**config.mk**
```make
export PLATFORM = sky130hd
export DESIGN_NAME = asp_port
export DESIGN_NICKNAME = d
export VERILOG_FILES = /design/src/design/asp_pkg.sv /design/src/design/asp_port.sv /design/src/design/asp_frac_div.sv
export SDC_FILE = /design/constraint.sdc
export NUM_CORES = 2
export LEC_CHECK = 0
export ABC_AREA = 1
export BUFFER_PORTS_ARGS = -buffer_cell sky130_fd_sc_hd__buf_2
export CAP_MARGIN = 25
export CORE_AREA = 2 2 270 471
export DETAILED_ROUTE_END_ITERATION = 8
export DIE_AREA = 0 0 272 473
export GPL_TIMING_DRIVEN = 1
export PLACE_DENSITY = 0.65
export SYNTH_ARGS = -nofsm -noshare
export SYNTH_HDL_FRONTEND = slang
export SYNTH_HIERARCHICAL = 1
export SYNTH_SLANG_ARGS = --single-unit
export TNS_END_PERCENT = 100
```
**constraint.sdc**
```tcl
create_clock -name core_clk -period 5.1 [get_ports core_clk]
set_clock_uncertainty 0.1 [all_clocks]
set_input_delay 0.255 -clock core_clk [delete_from_list [all_inputs] [get_ports core_clk]]
set_output_delay 0.255 -clock core_clk [all_outputs]
set_load 0.02 [all_outputs]
```
**src/design/asp_pkg.sv**
```systemverilog
// Constants shared by the audio serial port and its fractional divider.
// Assumes one core clock of 40 MHz; all reference and bit clocks are
// presented to the port as events or pins on that clock.
package asp_pkg;

	// ==========================================================
	// Core clock and serial timing
	// ==========================================================
	localparam int CORE_CLK_KHZ   = 40000;
	localparam int CORE_PERIOD_NS = 25;
	localparam int XTAL_REF_KHZ   = 25000;
	localparam int PLL_REF_KHZ    = 19200;
	localparam int MAX_RATE_KBPS  = 12500;
	// Shortest bit clock half period, rounded up to whole core cycles
	localparam int MIN_HALF_NS    = 1000000 / MAX_RATE_KBPS / 2;
	localparam int MIN_HALF_CYC   =
		(MIN_HALF_NS + CORE_PERIOD_NS - 1) / CORE_PERIOD_NS;

	// ==========================================================
	// Queues and samples
	// ==========================================================
	localparam int DATA_W    = 32;
	localparam int DEPTH     = 16;
	localparam int PTR_W     = 4;
	localparam int CNT_W     = 5;
	localparam int SIZE_W    = 5;
	localparam logic [SIZE_W-1:0] SIZE_MIN_M1 = 5'h03;
	localparam logic [SIZE_W-1:0] SIZE_MAX_M1 = 5'h1F;
	localparam logic [DATA_W-1:0] ALL_ONES    = 32'hFFFFFFFF;
	localparam logic [CNT_W-1:0]  FULL_CNT    = 5'h10;

	// ==========================================================
	// Network slots and divider
	// ==========================================================
	localparam int SLOTS    = 8;
	localparam int SLOT_W   = 3;
	localparam int NUM_W    = 20;
	localparam int ACC_W    = 22;
	localparam logic [2:0] GAP_MAX = 3'h7;

	typedef enum logic [1:0] {
		ASP_IDLE,
		ASP_RUN,
		ASP_STOP
	} asp_state_t;

endpackage : asp_pkg

```
**src/design/asp_port.sv**
```systemverilog
// Synchronous serial audio port with fractional clock divider, transmit
// and receive queues and a shared data window.
// Assumes the data window strobes come from core_clk logic and that the
// link pins are asynchronous; bit clock is drive on fall, sample on rise.
//
// How it works
// RULE_01: Fabric side and serial side kept apart.
// RULE_02: Internal clock from crystal or PLL reference.
// RULE_03: Frame direction must match bit clock direction.
// RULE_04: First external falling edge may be lost.
// RULE_05: Divider averages source times M over N.
// RULE_06: Divider has enable, update, M, N fields.
// RULE_07: Bypass passes reference clock undivided; here each reference strobe is one edge, so the bit clock is half the reference.
// RULE_08: Divider jitter bounded to one reference period.
// RULE_09: Bit rate capped at 12.5 Mbps.
// RULE_10: Sample length programmable 4 to 32.
// RULE_11: Separate 16 by 32 transmit, receive queues.
// RULE_12: Up to eight slots, per-slot enables.
// RULE_13: Software restarts port after changing configuration.
// RULE_14: Window accesses are 32-bit, one entry.
// RULE_15: Transmit ignores bits above sample size.
// RULE_16: Receive zero-fills bits above sample size.
// RULE_17: DMA bursts sized per sample, one entry.
// RULE_18: DMA width at least sample size.
// RULE_19: Threshold crossing raises service request.
// RULE_20: One address: read pops, write pushes.
// RULE_21: Transmit and receive paths run together.
// RULE_22: Serial data most significant bit first.
// RULE_23: Master clock toggles only during transfers.
// RULE_24: M and N change only on update.
// RULE_25: Flag receive overrun and transmit underrun.
`timescale 1ns/10ps
module asp_port #(
	parameter int DEPTH = asp_pkg::DEPTH,
	parameter int SLOTS = asp_pkg::SLOTS
) (
	input  wire logic        core_clk,          // Core clock, 40 MHz
	input  wire logic        arst_n,            // Async reset, low active
	input  wire logic        ce,                // Freezes all state when low
	input  wire logic        xtal_tick,         // Crystal reference strobe
	input  wire logic        pll_tick,          // PLL reference strobe
	input  wire logic        ref_sel,           // 1 selects PLL reference
	input  wire logic        div_en,            // Divider enable
	input  wire logic        div_bypass,        // Divider bypass
	input  wire logic        div_update,        // Load M and N
	input  wire logic [19:0] divider_numerator,   // M value
	input  wire logic [19:0] divider_denominator, // N value
	input  wire logic        port_en,           // Port enable
	input  wire logic        clk_master,        // Port drives bit clock
	input  wire logic        frame_master,      // Port drives frame sync
	input  wire logic [3:0]  sample_size_field, // Sample size minus one, low
	input  wire logic        extended_size_bit, // Sample size minus one, top
	input  wire logic [2:0]  slot_count,        // Active slots minus one
	input  wire logic [7:0]  tx_slot_en,        // Transmit slot enables
	input  wire logic [7:0]  rx_slot_en,        // Receive slot enables
	input  wire logic        rx_wo_tx,          // Receive without transmit
	input  wire logic [3:0]  tx_thresh,         // Transmit trigger level
	input  wire logic [3:0]  rx_thresh,         // Receive trigger level
	input  wire logic        tx_service_en,     // Transmit request enable
	input  wire logic        rx_service_en,     // Receive request enable
	input  wire logic        err_clr,           // Clears error flags
	input  wire logic        win_wr,            // Window write strobe
	input  wire logic [31:0] win_wdata,         // Window write data
	input  wire logic        win_rd,            // Window read strobe
	output logic      [31:0] win_rdata,         // Window read data
	output logic             win_rvalid,        // Read data valid pulse
	input  wire logic        sclk_in,           // Bit clock pin in
	output logic             sclk_out,          // Bit clock pin out
	output logic             sclk_oe,           // Bit clock drive enable
	input  wire logic        frm_in,            // Frame sync pin in
	output logic             frm_out,           // Frame sync pin out
	output logic             frm_oe,            // Frame sync drive enable
	input  wire logic        serial_rx_line,    // Receive data pin
	output logic             serial_tx_line,    // Transmit data pin
	output logic             tx_service_req,    // Transmit refill request
	output logic             rx_service_req,    // Receive drain request
	output logic      [4:0]  tx_level,          // Transmit queue entries
	output logic      [4:0]  rx_level,          // Receive queue entries
	output logic             rx_overrun,        // Sample lost, queue full
	output logic             tx_underrun,       // Slot had no data
	output logic             mode_error,        // Frame and clock mismatch
	output logic             busy               // Serial engine active
);

	localparam logic [asp_pkg::CNT_W-1:0] FULL = asp_pkg::FULL_CNT;

	logic [31:0]             tx_mem [DEPTH];
	logic [31:0]             rx_mem [DEPTH];
	logic [asp_pkg::PTR_W-1:0] tx_wp, tx_rp, rx_wp, rx_rp;
	logic                    tx_push, tx_pop, rx_push, rx_pop;
	logic [31:0]             rx_word;

	logic                    div_tick;
	logic                    ref_tick;
	logic [asp_pkg::SIZE_W-1:0] size_m1;
	logic [31:0]             size_mask;
	logic                    mode_ok, run_en, continuous;

	logic                    sclk_s1, sclk_s2, sclk_s3;
	logic                    frm_s1, frm_s2, frm_s3;
	logic                    rxd_s1, rxd_s2;
	logic                    primed;

	asp_pkg::asp_state_t     state;
	logic [2:0]              gap;
	logic                    toggle, start, drv, smp;
	logic [asp_pkg::SIZE_W-1:0] bit_idx;
	logic [asp_pkg::SLOT_W-1:0] slot;
	logic [31:0]             tx_sh, rx_sh, next_tx_word;
	logic                    last_bit, frame_end, frm_start;

	// ==========================================================
	// Configuration decode
	// ==========================================================
	assign size_m1 = ({extended_size_bit, sample_size_field} <
		asp_pkg::SIZE_MIN_M1) ? asp_pkg::SIZE_MIN_M1 :
		{extended_size_bit, sample_size_field}; // [RULE_10]
	assign size_mask = asp_pkg::ALL_ONES >>
		(asp_pkg::SIZE_MAX_M1 - size_m1);
	// Frame direction follows clock direction, else the port holds off
	assign mode_ok    = (clk_master == frame_master); // [RULE_03]
	assign run_en     = port_en && mode_ok;
	assign continuous = rx_wo_tx || (slot_count != '0);
	assign ref_tick   = ref_sel ? pll_tick : xtal_tick; // [RULE_02]

	// ==========================================================
	// Divider
	// ==========================================================
	asp_frac_div #(
		.NUM_W (asp_pkg::NUM_W)
	) u_div (
		.core_clk  (core_clk),
		.arst_n    (arst_n),
		.ce        (ce),
		.ref_tick  (ref_tick),
		.div_en    (div_en),
		.bypass    (div_bypass),
		.update    (div_update),
		.num_in    (divider_numerator),
		.den_in    (divider_denominator),
		.edge_tick (div_tick)
	);

	// ==========================================================
	// Pin synchronisers
	// ==========================================================
	// The third stages only hold the previous value for edge detection
	always_ff @(posedge core_clk or negedge arst_n) begin
		if (!arst_n) begin
			sclk_s1 <= 1'b0;
			sclk_s2 <= 1'b0;
			sclk_s3 <= 1'b0;
			frm_s1  <= 1'b0;
			frm_s2  <= 1'b0;
			frm_s3  <= 1'b0;
			rxd_s1  <= 1'b0;
			rxd_s2  <= 1'b0;
			primed  <= 1'b0;
		end else if (ce) begin // [RULE_01]
			sclk_s1 <= sclk_in;
			sclk_s2 <= sclk_s1;
			sclk_s3 <= sclk_s2;
			frm_s1  <= frm_in;
			frm_s2  <= frm_s1;
			frm_s3  <= frm_s2;
			rxd_s1  <= serial_rx_line;
			rxd_s2  <= rxd_s1;
			primed  <= 1'b1;
		end
	end

	// ==========================================================
	// Bit clock events
	// ==========================================================
	// Edges are spaced by a floor on half periods to cap the bit rate
	assign toggle = clk_master && (state != asp_pkg::ASP_IDLE) &&
		div_tick && (gap >= 3'(asp_pkg::MIN_HALF_CYC)); // [RULE_09]
	assign start = clk_master && (state == asp_pkg::ASP_IDLE) &&
		run_en && (continuous || tx_level != '0);
	// A slave edge seen before the stages are primed is dropped
	assign drv = clk_master ? ((toggle && sclk_out) || start) :
		(primed && !sclk_s2 && sclk_s3 &&
		state == asp_pkg::ASP_RUN); // [RULE_04]
	assign smp = clk_master ? (toggle && !sclk_out &&
		state == asp_pkg::ASP_RUN) :
		(primed && sclk_s2 && !sclk_s3 && state == asp_pkg::ASP_RUN);
	assign frm_start = !clk_master && frm_s2 && !frm_s3;
	assign last_bit  = (bit_idx == size_m1);
	assign frame_end = last_bit && (slot == slot_count);

	always_ff @(posedge core_clk or negedge arst_n) begin
		if (!arst_n) begin
			gap <= '0;
		end else if (ce) begin
			if (toggle || state == asp_pkg::ASP_IDLE)
				gap <= '0;
			else if (gap != asp_pkg::GAP_MAX)
				gap <= gap + 3'h1;
		end
	end

	// ==========================================================
	// Engine state
	// ==========================================================
	always_ff @(posedge core_clk or negedge arst_n) begin
		if (!arst_n) begin
			state <= asp_pkg::ASP_IDLE;
		end else if (ce) begin
			if (!run_en) begin // [RULE_13]
				state <= asp_pkg::ASP_IDLE;
			end else begin
				unique case (state)
				asp_pkg::ASP_IDLE: begin
					if (start || !clk_master)
						state <= asp_pkg::ASP_RUN;
				end
				asp_pkg::ASP_RUN: begin
					// Clock stops after a frame unless it must run on
					if (clk_master && smp && frame_end &&
						!continuous && tx_level == '0) // [RULE_23]
						state <= asp_pkg::ASP_STOP;
				end
				asp_pkg::ASP_STOP: begin
					if (toggle)
						state <= asp_pkg::ASP_IDLE;
				end
				endcase
			end
		end
	end

	// ==========================================================
	// Bit clock and frame sync outputs
	// ==========================================================
	always_ff @(posedge core_clk or negedge arst_n) begin
		if (!arst_n) begin
			sclk_out <= 1'b0;
			sclk_oe  <= 1'b0;
			frm_out  <= 1'b0;
			frm_oe   <= 1'b0;
		end else if (ce) begin
			sclk_oe <= clk_master && run_en;
			frm_oe  <= clk_master && run_en; // [RULE_03]
			if (!run_en || !clk_master)
				sclk_out <= 1'b0;
			else if (toggle)
				sclk_out <= !sclk_out; // [RULE_23]
			if (!run_en || !clk_master)
				frm_out <= 1'b0;
			else if (drv && state != asp_pkg::ASP_STOP)
				frm_out <= (bit_idx == '0) && (slot == '0);
			else if (state == asp_pkg::ASP_IDLE)
				frm_out <= 1'b0;
		end
	end

	// ==========================================================
	// Bit and slot counters
	// ==========================================================
	always_ff @(posedge core_clk or negedge arst_n) begin
		if (!arst_n) begin
			bit_idx <= '0;
			slot    <= '0;
		end else if (ce) begin
			if (state == asp_pkg::ASP_IDLE || !run_en) begin
				bit_idx <= '0;
				slot    <= '0;
			end else if (smp && frm_start) begin
				// Slave realigns: this rise carries bit 0 of slot 0
				bit_idx <= 5'h1;
				slot    <= '0;
			end else if (smp) begin
				if (last_bit) begin
					bit_idx <= '0;
					slot    <= frame_end ? '0 : slot + 3'h1; // [RULE_12]
				end else begin
					bit_idx <= bit_idx + 5'h1;
				end
			end
		end
	end

	// ==========================================================
	// Transmit serializer
	// ==========================================================
	// Word is left aligned so the top bit leaves first
	assign next_tx_word = ((tx_mem[tx_rp] & size_mask) <<
		(asp_pkg::SIZE_MAX_M1 - size_m1)); // [RULE_15] [RULE_22]
	assign tx_pop = drv && (state == asp_pkg::ASP_RUN ||
		(start && state == asp_pkg::ASP_IDLE)) && bit_idx == '0 &&
		tx_slot_en[slot] && tx_level != '0;

	always_ff @(posedge core_clk or negedge arst_n) begin
		if (!arst_n) begin
			tx_sh          <= '0;
			serial_tx_line <= 1'b0;
		end else if (ce) begin
			if (!run_en || state == asp_pkg::ASP_STOP) begin
				tx_sh          <= '0;
				serial_tx_line <= 1'b0;
			end else if (drv && bit_idx == '0) begin
				if (tx_pop) begin
					serial_tx_line <= next_tx_word[31];
					tx_sh          <= next_tx_word << 1;
				end else begin
					serial_tx_line <= 1'b0;
					tx_sh          <= '0;
				end
			end else if (drv) begin // [RULE_21]
				serial_tx_line <= tx_sh[31];
				tx_sh          <= tx_sh << 1;
			end
		end
	end

	// ==========================================================
	// Receive deserializer
	// ==========================================================
	assign rx_word = {rx_sh[30:0], rxd_s2} & size_mask; // [RULE_16]
	assign rx_push = smp && last_bit && !frm_start &&
		rx_slot_en[slot] && rx_level != FULL;

	always_ff @(posedge core_clk or negedge arst_n) begin
		if (!arst_n) begin
			rx_sh <= '0;
		end else if (ce) begin
			if (!run_en || (smp && (last_bit || frm_start)))
				rx_sh <= frm_start ? {31'h0, rxd_s2} : '0;
			else if (smp)
				rx_sh <= {rx_sh[30:0], rxd_s2}; // [RULE_22]
		end
	end

	// ==========================================================
	// Transmit queue
	// ==========================================================
	// A write to a full queue is dropped
	assign tx_push = win_wr && (tx_level != FULL); // [RULE_20] [RULE_14]

	always_ff @(posedge core_clk or negedge arst_n) begin
		if (!arst_n) begin
			tx_wp    <= '0;
			tx_rp    <= '0;
			tx_level <= '0;
		end else if (ce) begin // [RULE_11]
			if (tx_push) begin
				tx_mem[tx_wp] <= win_wdata;
				tx_wp         <= tx_wp + 4'h1;
			end
			if (tx_pop)
				tx_rp <= tx_rp + 4'h1;
			if (tx_push && !tx_pop)
				tx_level <= tx_level + 5'h1;
			else if (tx_pop && !tx_push)
				tx_level <= tx_level - 5'h1;
		end
	end

	// ==========================================================
	// Receive queue and data window read
	// ==========================================================
	assign rx_pop = win_rd && (rx_level != '0); // [RULE_20]

	always_ff @(posedge core_clk or negedge arst_n) begin
		if (!arst_n) begin
			rx_wp      <= '0;
			rx_rp      <= '0;
			rx_level   <= '0;
			win_rdata  <= '0;
			win_rvalid <= 1'b0;
		end else if (ce) begin // [RULE_11]
			if (rx_push) begin
				rx_mem[rx_wp] <= rx_word;
				rx_wp         <= rx_wp + 4'h1;
			end
			if (rx_pop)
				rx_rp <= rx_rp + 4'h1;
			if (rx_push && !rx_pop)
				rx_level <= rx_level + 5'h1;
			else if (rx_pop && !rx_push)
				rx_level <= rx_level - 5'h1;
			// An empty read answers with zero data
			win_rvalid <= win_rd;
			win_rdata  <= rx_pop ? rx_mem[rx_rp] : '0;
		end
	end

	// ==========================================================
	// Service requests and status
	// ==========================================================
	always_ff @(posedge core_clk or negedge arst_n) begin
		if (!arst_n) begin
			tx_service_req <= 1'b0;
			rx_service_req <= 1'b0;
			rx_overrun     <= 1'b0;
			tx_underrun    <= 1'b0;
			mode_error     <= 1'b0;
			busy           <= 1'b0;
		end else if (ce) begin
			tx_service_req <= tx_service_en &&
				(tx_level <= {1'b0, tx_thresh}); // [RULE_19]
			rx_service_req <= rx_service_en &&
				(rx_level > {1'b0, rx_thresh}); // [RULE_19]
			// Set beats clear when both land together
			if (smp && last_bit && !frm_start && rx_slot_en[slot] &&
				rx_level == FULL)
				rx_overrun <= 1'b1; // [RULE_25]
			else if (err_clr)
				rx_overrun <= 1'b0;
			if (drv && bit_idx == '0 && tx_slot_en[slot] &&
				tx_level == '0 && !rx_wo_tx &&
				state != asp_pkg::ASP_STOP && run_en)
				tx_underrun <= 1'b1; // [RULE_25]
			else if (err_clr)
				tx_underrun <= 1'b0;
			mode_error <= port_en && !mode_ok; // [RULE_03]
			busy       <= (state != asp_pkg::ASP_IDLE);
		end
	end

endmodule : asp_port

```
**src/design/asp_frac_div.sv**
```systemverilog
// Fractional M/N divider producing bit clock edge events.
// Assumes ref_tick is a one-cycle strobe per reference period, made on
// core_clk by the clock control unit.
`timescale 1ns/10ps
module asp_frac_div #(
	parameter int NUM_W = asp_pkg::NUM_W
) (
	input  wire logic             core_clk,   // Core clock
	input  wire logic             arst_n,     // Async reset, low active
	input  wire logic             ce,         // Clock enable
	input  wire logic             ref_tick,   // Reference period strobe
	input  wire logic             div_en,     // Divider enable
	input  wire logic             bypass,     // Pass reference through
	input  wire logic             update,     // Load new M and N
	input  wire logic [NUM_W-1:0] num_in,     // Numerator M
	input  wire logic [NUM_W-1:0] den_in,     // Denominator N
	output logic                  edge_tick   // Half period event
);

	logic [NUM_W-1:0]         num;
	logic [NUM_W-1:0]         den;
	logic [asp_pkg::ACC_W-1:0] acc;
	logic [asp_pkg::ACC_W-1:0] sum;

	// ==========================================================
	// Shadow values
	// ==========================================================
	// Only an explicit update moves new values in, so a half-written
	// pair never sets an odd frequency
	always_ff @(posedge core_clk or negedge arst_n) begin
		if (!arst_n) begin
			num <= '0;
			den <= '0;
		end else if (ce && update) begin // [RULE_24] [RULE_06]
			num <= num_in;
			den <= den_in;
		end
	end

	// Twice M per step: two edges make one output period
	assign sum = acc + {1'b0, num, 1'b0};

	// ==========================================================
	// Accumulator
	// ==========================================================
	// Edge placement jitters by at most one reference period
	always_ff @(posedge core_clk or negedge arst_n) begin
		if (!arst_n) begin
			acc       <= '0;
			edge_tick <= 1'b0;
		end else if (ce) begin
			if (bypass) begin // [RULE_07]
				acc       <= '0;
				edge_tick <= ref_tick;
			end else if (!div_en || den == '0) begin // [RULE_06]
				acc       <= '0;
				edge_tick <= 1'b0;
			end else if (ref_tick) begin // [RULE_05] [RULE_08]
				if (sum >= {2'b00, den}) begin
					acc       <= sum - {2'b00, den};
					edge_tick <= 1'b1;
				end else begin
					acc       <= sum;
					edge_tick <= 1'b0;
				end
			end else begin
				edge_tick <= 1'b0;
			end
		end
	end

endmodule : asp_frac_div

```
Word-level counts from Yosys, hierarchy flattened. Memory sizes are Yosys's and may differ from the RTL's. Cells that the tools add are included.

Word-level logic and storage cells: 259. Input bits: 125. Bits in writable memories: 1024. Output and inout port bits: 54. Memories kept: 2. Bits in registers: 217.

Shift operators: 2. Bitwise operators: 2. Muxes and demuxes: 62. $lt $le $gt $ge: 6. Add/sub/neg operators: 14. Reduce and logical (&&, ||, !) cells: 121. Equal/unequal tests: 13.

Memory list: rx_mem (depth 16, width 32, read ports 1, clocked after memory_dff 0, wr ports 1, line asp_port.sv:88) `logic [31:0] rx_mem [DEPTH];`; tx_mem (depth 16, width 32, read ports 1, clocked after memory_dff 0, wr ports 1, line asp_port.sv:87) `logic [31:0] tx_mem [DEPTH];`.

Operators by type and width (number): $mux 32 (5); $mux 22 (4); $and 32x32->32 (2); $mux 31 (2); $logic_and 1x1->1 (56); $mux 5 (9); $shl 32x5->32 (1); $shr 32x5->32 const A (1); $reduce_and 2->1 (15); $mux 1 (28); $add 22x21->22 (1); $ge 22x20->1 (1); $sub 22x20->22 (1); $mux 3 (7); $logic_not 20->1 (1); $reduce_bool 3->1 (6); $add 4x1->4 const B (4); $reduce_bool 2->1 (8); $add 5x1->5 const B (3); $logic_not 1->1 (15); $logic_or 1x1->1 (12); $ne 3x3->1 const B (4); $logic_not 5->1 (2); $ne 5x5->1 const B (2); other kinds (23) (30).

Logic depth before layout (Yosys ltp).
Word-level depth: 15. Mapped depth: 26. Depth with buffers taken out: 26.

Hierarchy. Netlist, hierarchy kept.

By module, submodules not included: asp_port (sequential area each 34578.2 µm², area each 50602.3 µm², cells each 4470, times used 1); asp_frac_div (sequential area each 1576.5 µm², area each 5121.2 µm², cells each 730, times used 1).

Worst setup path after synthesis. Ideal clock, no wire load.

Path type: reg-to-reg. From: register tx_level[1]. To: memory tx_mem[0][0], enable pin. Data arrival time: 3.558 ns. Setup slack: 0.981 ns. Path buffers: 0. Library setup time: 0.461 ns. Cell stages (with the launch flop): 9. Clock period less this slack: 4.119 ns. Required time: 4.539 ns. Path through: dfrtp_1 nor2_1 nand2_1 inv_1 nand2_1 nand2_1 nor2_1 nand2_1 nor3_1.

Longest elaborated chain between the ends: 6.

Ends and longest elaborated chain: start: declaration (line asp_port.sv:77) `output logic [4:0] tx_level,`; start signal: assignment (line asp_port.sv:353) `tx_level <= tx_level + 5'h1;`; start signal: assignment (line asp_port.sv:355) `tx_level <= tx_level - 5'h1;`; $ne 5x5->1 (line asp_port.sv:338) `assign tx_push = win_wr && (tx_level != FULL);`; $logic_and 1x1->1 (line asp_port.sv:338); $mux 1 (line asp_port.sv:346) `if (tx_push) begin`; $mux 1 (line asp_port.sv:345) `end else if (ce) begin`; $logic_and 1x1->1 (not written as such) (line asp_port.sv:347) `tx_mem[tx_wp] <= win_wdata;`; $mux 1 (not written as such) (line asp_port.sv:347); end: declaration (line asp_port.sv:87).

Every way passes these cells.

Worst setup path after layout.
From: register u_div/acc[1] (netlist bit). To: register u_div/acc[11] (netlist bit).

Longest elaborated chain between the ends: 6. Elaborated cells on any way between the ends: 7. Those cells by class: add/sub (2); order compare (1); mux (4).

Ends and longest elaborated chain: start: declaration (line asp_frac_div.sv:22) `logic [asp_pkg::ACC_W-1:0] acc;`; start signal: assignment (line asp_frac_div.sv:60) `acc <= sum - {2'b00, den};`; start signal: assignment (line asp_frac_div.sv:63) `acc <= sum;`; $add 22x21->22 * (line asp_frac_div.sv:41) `assign sum = acc + {1'b0, num, 1'b0};`; $sub 22x20->22 / $ge 22x20->1 (equally long branches) (line asp_frac_div.sv:60, asp_frac_div.sv:59); $mux 22 * (line asp_frac_div.sv:59) `if (sum >= {2'b00, den}) begin`; $mux 22 * (line asp_frac_div.sv:58) `end else if (ref_tick) begin`; $mux 22 * (line asp_frac_div.sv:55) `end else if (!div_en || den == '0) begin`; $mux 22 * (line asp_frac_div.sv:52) `if (bypass) begin`.

Mark *: on every way between the ends. The rest lies on a longest branch, timed or not. The select of a mux whose other input is x is not followed. A chain may end at the register's enable or synchronous reset.

==> results.yml <==
place:
  gp_congestion: 0.940
  placed_cell_area_um2: 58800
  io_buffers: 178
  dp_slack_ns: 0.657
  dp.final_hpwl_um: 96100
clock_network:
  clkTransAtPathRegs_ns: 0.06
  tritoncts: "built"
  insertion_delay_ns: 0.73
  clockBufferDepth: 3
  cts.sinks: 1240
  cts_made_buffers: 111
  cts-root-buf: "clkbuf_16"
  cts_htree_levels: 3
finish:
  nets: 5640
  multi_input_comb_area_um2: 16900
  num-fill-cells: 10888
  final-seq-area_um2: 36200
  area_growth_pct: 14.1
  layout-drive-gt1-share_pct: 10.8
  design_area_um2: 63600
timing:
  fin_tns_setup_ns: 0
  fin_crit_ns: 4.47
  fmax_mhz: 224
  finalHoldViolations: 0
  rsz0062_at_grt: "no"
  slew-limit-headroom_pct: 24.3
  slew_violations: 0
  final.setup.worst_slack_ns: 0.632
  tightestPinTransition_ns: 1.14
  setup_viol: 0
  period_share_pct: 87.6
worst_setup_path:
  cp_data_arrival_time_ns: 4.98
  crit_path_frequent_cell: "nand2_1"
  critPathRequiredTime_ns: 5.62
  crit_chain: "ha_1 > inv_1 > fa_1 > o21ai_2 > a21oi_1 > o21bai_1 > nand2_1 > nand2_1 > nand2_1 > nand2_1 > inv_1 > ha_1 > nand2_1 > nor2_1 > nor2b_1 > nand4_1 > nand3_1 > nand2_1 > nand4_4 > buf_4 > nand3_1 > nand3_1 > nand2_1"
  worst_setup_path_start_kind: "register"
  end_kind: "register"
  critPathKind: "register to register"
  critical-path-max-stage-delay_ns: 0.50
  cp_slowest_cell: "fa_1"
  crit_path_max_fanout: 20
yosys:
  synth_cell_type_count: 63
  syn_area_per_cell_um2: 10.7
  syn-num-nets: 5404
  netlist_area_um2: 55700
  synth_seq_cells: 1240
  synth_ff_type: "edfxtp_1"
  syn_inst: 5200
  async_flop_share_pct: 17.4
  synth_edf_count: 1024
  yosysWarnings: 6
  yosysSeqAreaShare_pct: 64.9
route:
  detail_route.drc_violations: 0
  drt-initial-drc-count: 3061
  vias_per_cell: 5.48
  wl_per_cell_um: 21.4
  dr.pass1.iters: 5
  wl_um: 154000
  vias: 39367
  ant_nets: 0
power:
  p_seq_share_pct: 40.0
  p_switching_w: 0.0105
  combPwrFrac_pct: 31.2
  power.static_leakage_nw: 25.4
  ir_worst_vdd_mv: 0.461
  swShare_pct: 35.5
  internal-power_w: 0.0190
  clock_power_share_pct: 28.8
  pwr_density_cell_nw_per_um2: 464
global_routing:
  grt_overflow: 0
  antenna_found_initial: 12
  grt_usage_pct: 23.7
  first_global_vias: 38498
  grt_max_degree: 172
  grt_pass1_wl_um: 231000
floorplanning:
  die_area_um2: 129000
  core.rowCount: 172
  fp.dieW_um: 272
  chipHeight_um: 473
  boundaryPins: 179
  core_area_um2: 125000
  initial_core_util_pct: 44.6
run:
  maxCapViolCount: 0
status:
  status: "completed"
min_path:
  hp-class: "input pin to register"
path summary, 6_finish.rpt:
check | start | endpoint | cells after the start | slack [ns]
min in group asynchronous | arst_n | u_div/num[8] | 3 | 0.08
max in group asynchronous | arst_n | tx_rp[0] | 4 | 3.33
min reg2reg | rxd_s1 | rxd_s1 | 2 | 0.37
max | u_div/acc[1] | u_div/acc[11] | 23 | 0.63
min | frame_master | frm_out | 5 | 0.06
max reg2reg | u_div/acc[1] | u_div/acc[11] | 23 | 0.63
power groups by stage:
stage | sequential (W) | combinational (W) | clock [W]
2_1_floorplan | 0.0120 | 0.00630 | 0
3_3_place_gp | 0.0120 | 0.00900 | 0
3_5_place_dp | 0.0120 | 0.00911 | 0
4_1_cts | 0.0118 | 0.00923 | 0.00865
5_1_grt | 0.0118 | 0.0102 | 0.00901
6_report | 0.0118 | 0.00920 | 0.00850
sequential cells by signal, indices dropped and copies added (netlist names), 4 cells and up:
register / count
rx_mem: 512
tx_mem: 512
win_rdata: 32
rx_sh: 31
tx_sh: 31
u_div/acc: 22
u_div/den: 20
u_div/num: 20
bit_idx: 5
rx_level: 5
tx_level: 5
rx_rp: 4
rx_wp: 4
tx_rp: 4
tx_wp: 4
cells in the final DEF (no fill, tap or decap), types with 11 or more instances in the layout:
master         netlist  routed
a21oi_1            226     226
a22o_1              23      23
buf_12               0      21
buf_2               92     177
buf_4               14      96
bufinv_16            0      11
clkbuf_1           132      26
clkbuf_16            0     111
clkinv_1             3      19
clkinv_2             0      18
dfrtp_1            216     210
dlygate4sd3_1        0      99
edfxtp_1          1024    1024
ha_1                75      75
inv_1              443     440
inv_2               14      15
mux2_2              21      21
mux2i_1            128     128
nand2_1           1064    1063
nand3_1            556     556
nand4_1             25      25
nor2_1             365     340
nor2_4               5      29
nor3_1              21      11
o211ai_1            49      49
o21ai_0            461     461
o21ai_1             26      26
o22ai_1             36      36
xnor2_1             20      20
xor2_1              30      30
critical path, delay by kind of cell (launching register included):
family          cells  cell delay (ns)
simple gates       14             1.68
fa+ha+maj           3             1.08
compound gates      3             0.73
buf+inv             3             0.39
flops               1             0.35
kinds of logic after synthesis:
family | synth area share [%]
multiplexers | 2.72
AND/OR/NAND/NOR | 15.8
AO/OA/AOI/OAI | 8.62
flip-flops | 64.9
adder cells (fa/ha/maj) | 1.83
buffers and inverters | 5.31
XOR/XNOR | 0.815
metal layers:
metal  part of all wire [%]  track usage [%]  up-vias
met5                  0.068                0        -
met4                    4.7             11.4       16
met3                    5.8             3.21      361
met2                     53             43.3     1320
met1                     37             27.1    19182
li1                       -                -    18488
cell type report:
cell class                 count  share of cell area [%]
inverter                     460                    2.73
multi-input combinational   3227                    26.5
tap                         1653                    3.25
timing repair buffer         396                    4.81
clock buffer                 145                    4.69
sequential                  1240                    56.9
clock inverter                65                    1.11
antenna                        3                  0.0118
cells in the mapped netlist (14+ instances only):
cell / n / area [µm²]
xnor2_1: 20 / 175
o22ai_1: 36 / 225
ha_1: 75 / 938
edfxtp_1: 1024 / 30700
nor3_1: 21 / 105
mux2i_1: 128 / 1280
clkbuf_1: 132 / 495
mux2_2: 21 / 236
nand4_1: 25 / 156
dfrtp_1: 216 / 5410
nand2_1: 1064 / 3990
xor2_1: 30 / 263
inv_2: 14 / 52.6
buf_2: 92 / 460
a22o_1: 23 / 201
buf_4: 14 / 105
o211ai_1: 49 / 368
a21oi_1: 226 / 1130
inv_1: 443 / 1660
o21ai_0: 461 / 2310
o21ai_1: 26 / 130
nor2_1: 365 / 1370
buf_1: 30 / 113
nand3_1: 556 / 2780
metrics by stage:
| step | std cells | hold WS [ns] | util (%) | total power, W |
|---|---|---|---|---|
| after floorplan | 5200 | -0.141 | - | 0.0182 |
| after global placement | 6867 | 0.0943 | 47.0 | 0.0210 |
| after detailed placement | 6873 | 0.0981 | 47.1 | 0.0211 |
| after CTS | 7183 | 0.00654 | 50.8 | 0.0297 |
| after global routing | 7188 | 0.0590 | 50.9 | 0.0311 |
| final | 7189 | 0.0581 | 50.9 | 0.0295 |
repair_timing:
| item | 4_1_cts | 5_1_grt |
|---|---|---|
| hold buffers | 100 | 0 |
| setup buffers | 0 | 0 |
| hold endpoints to repair | 708 | 0 |
| gates resized for setup | 0 | 0 |
No activity file was read; power rests on OpenSTA's default activity.
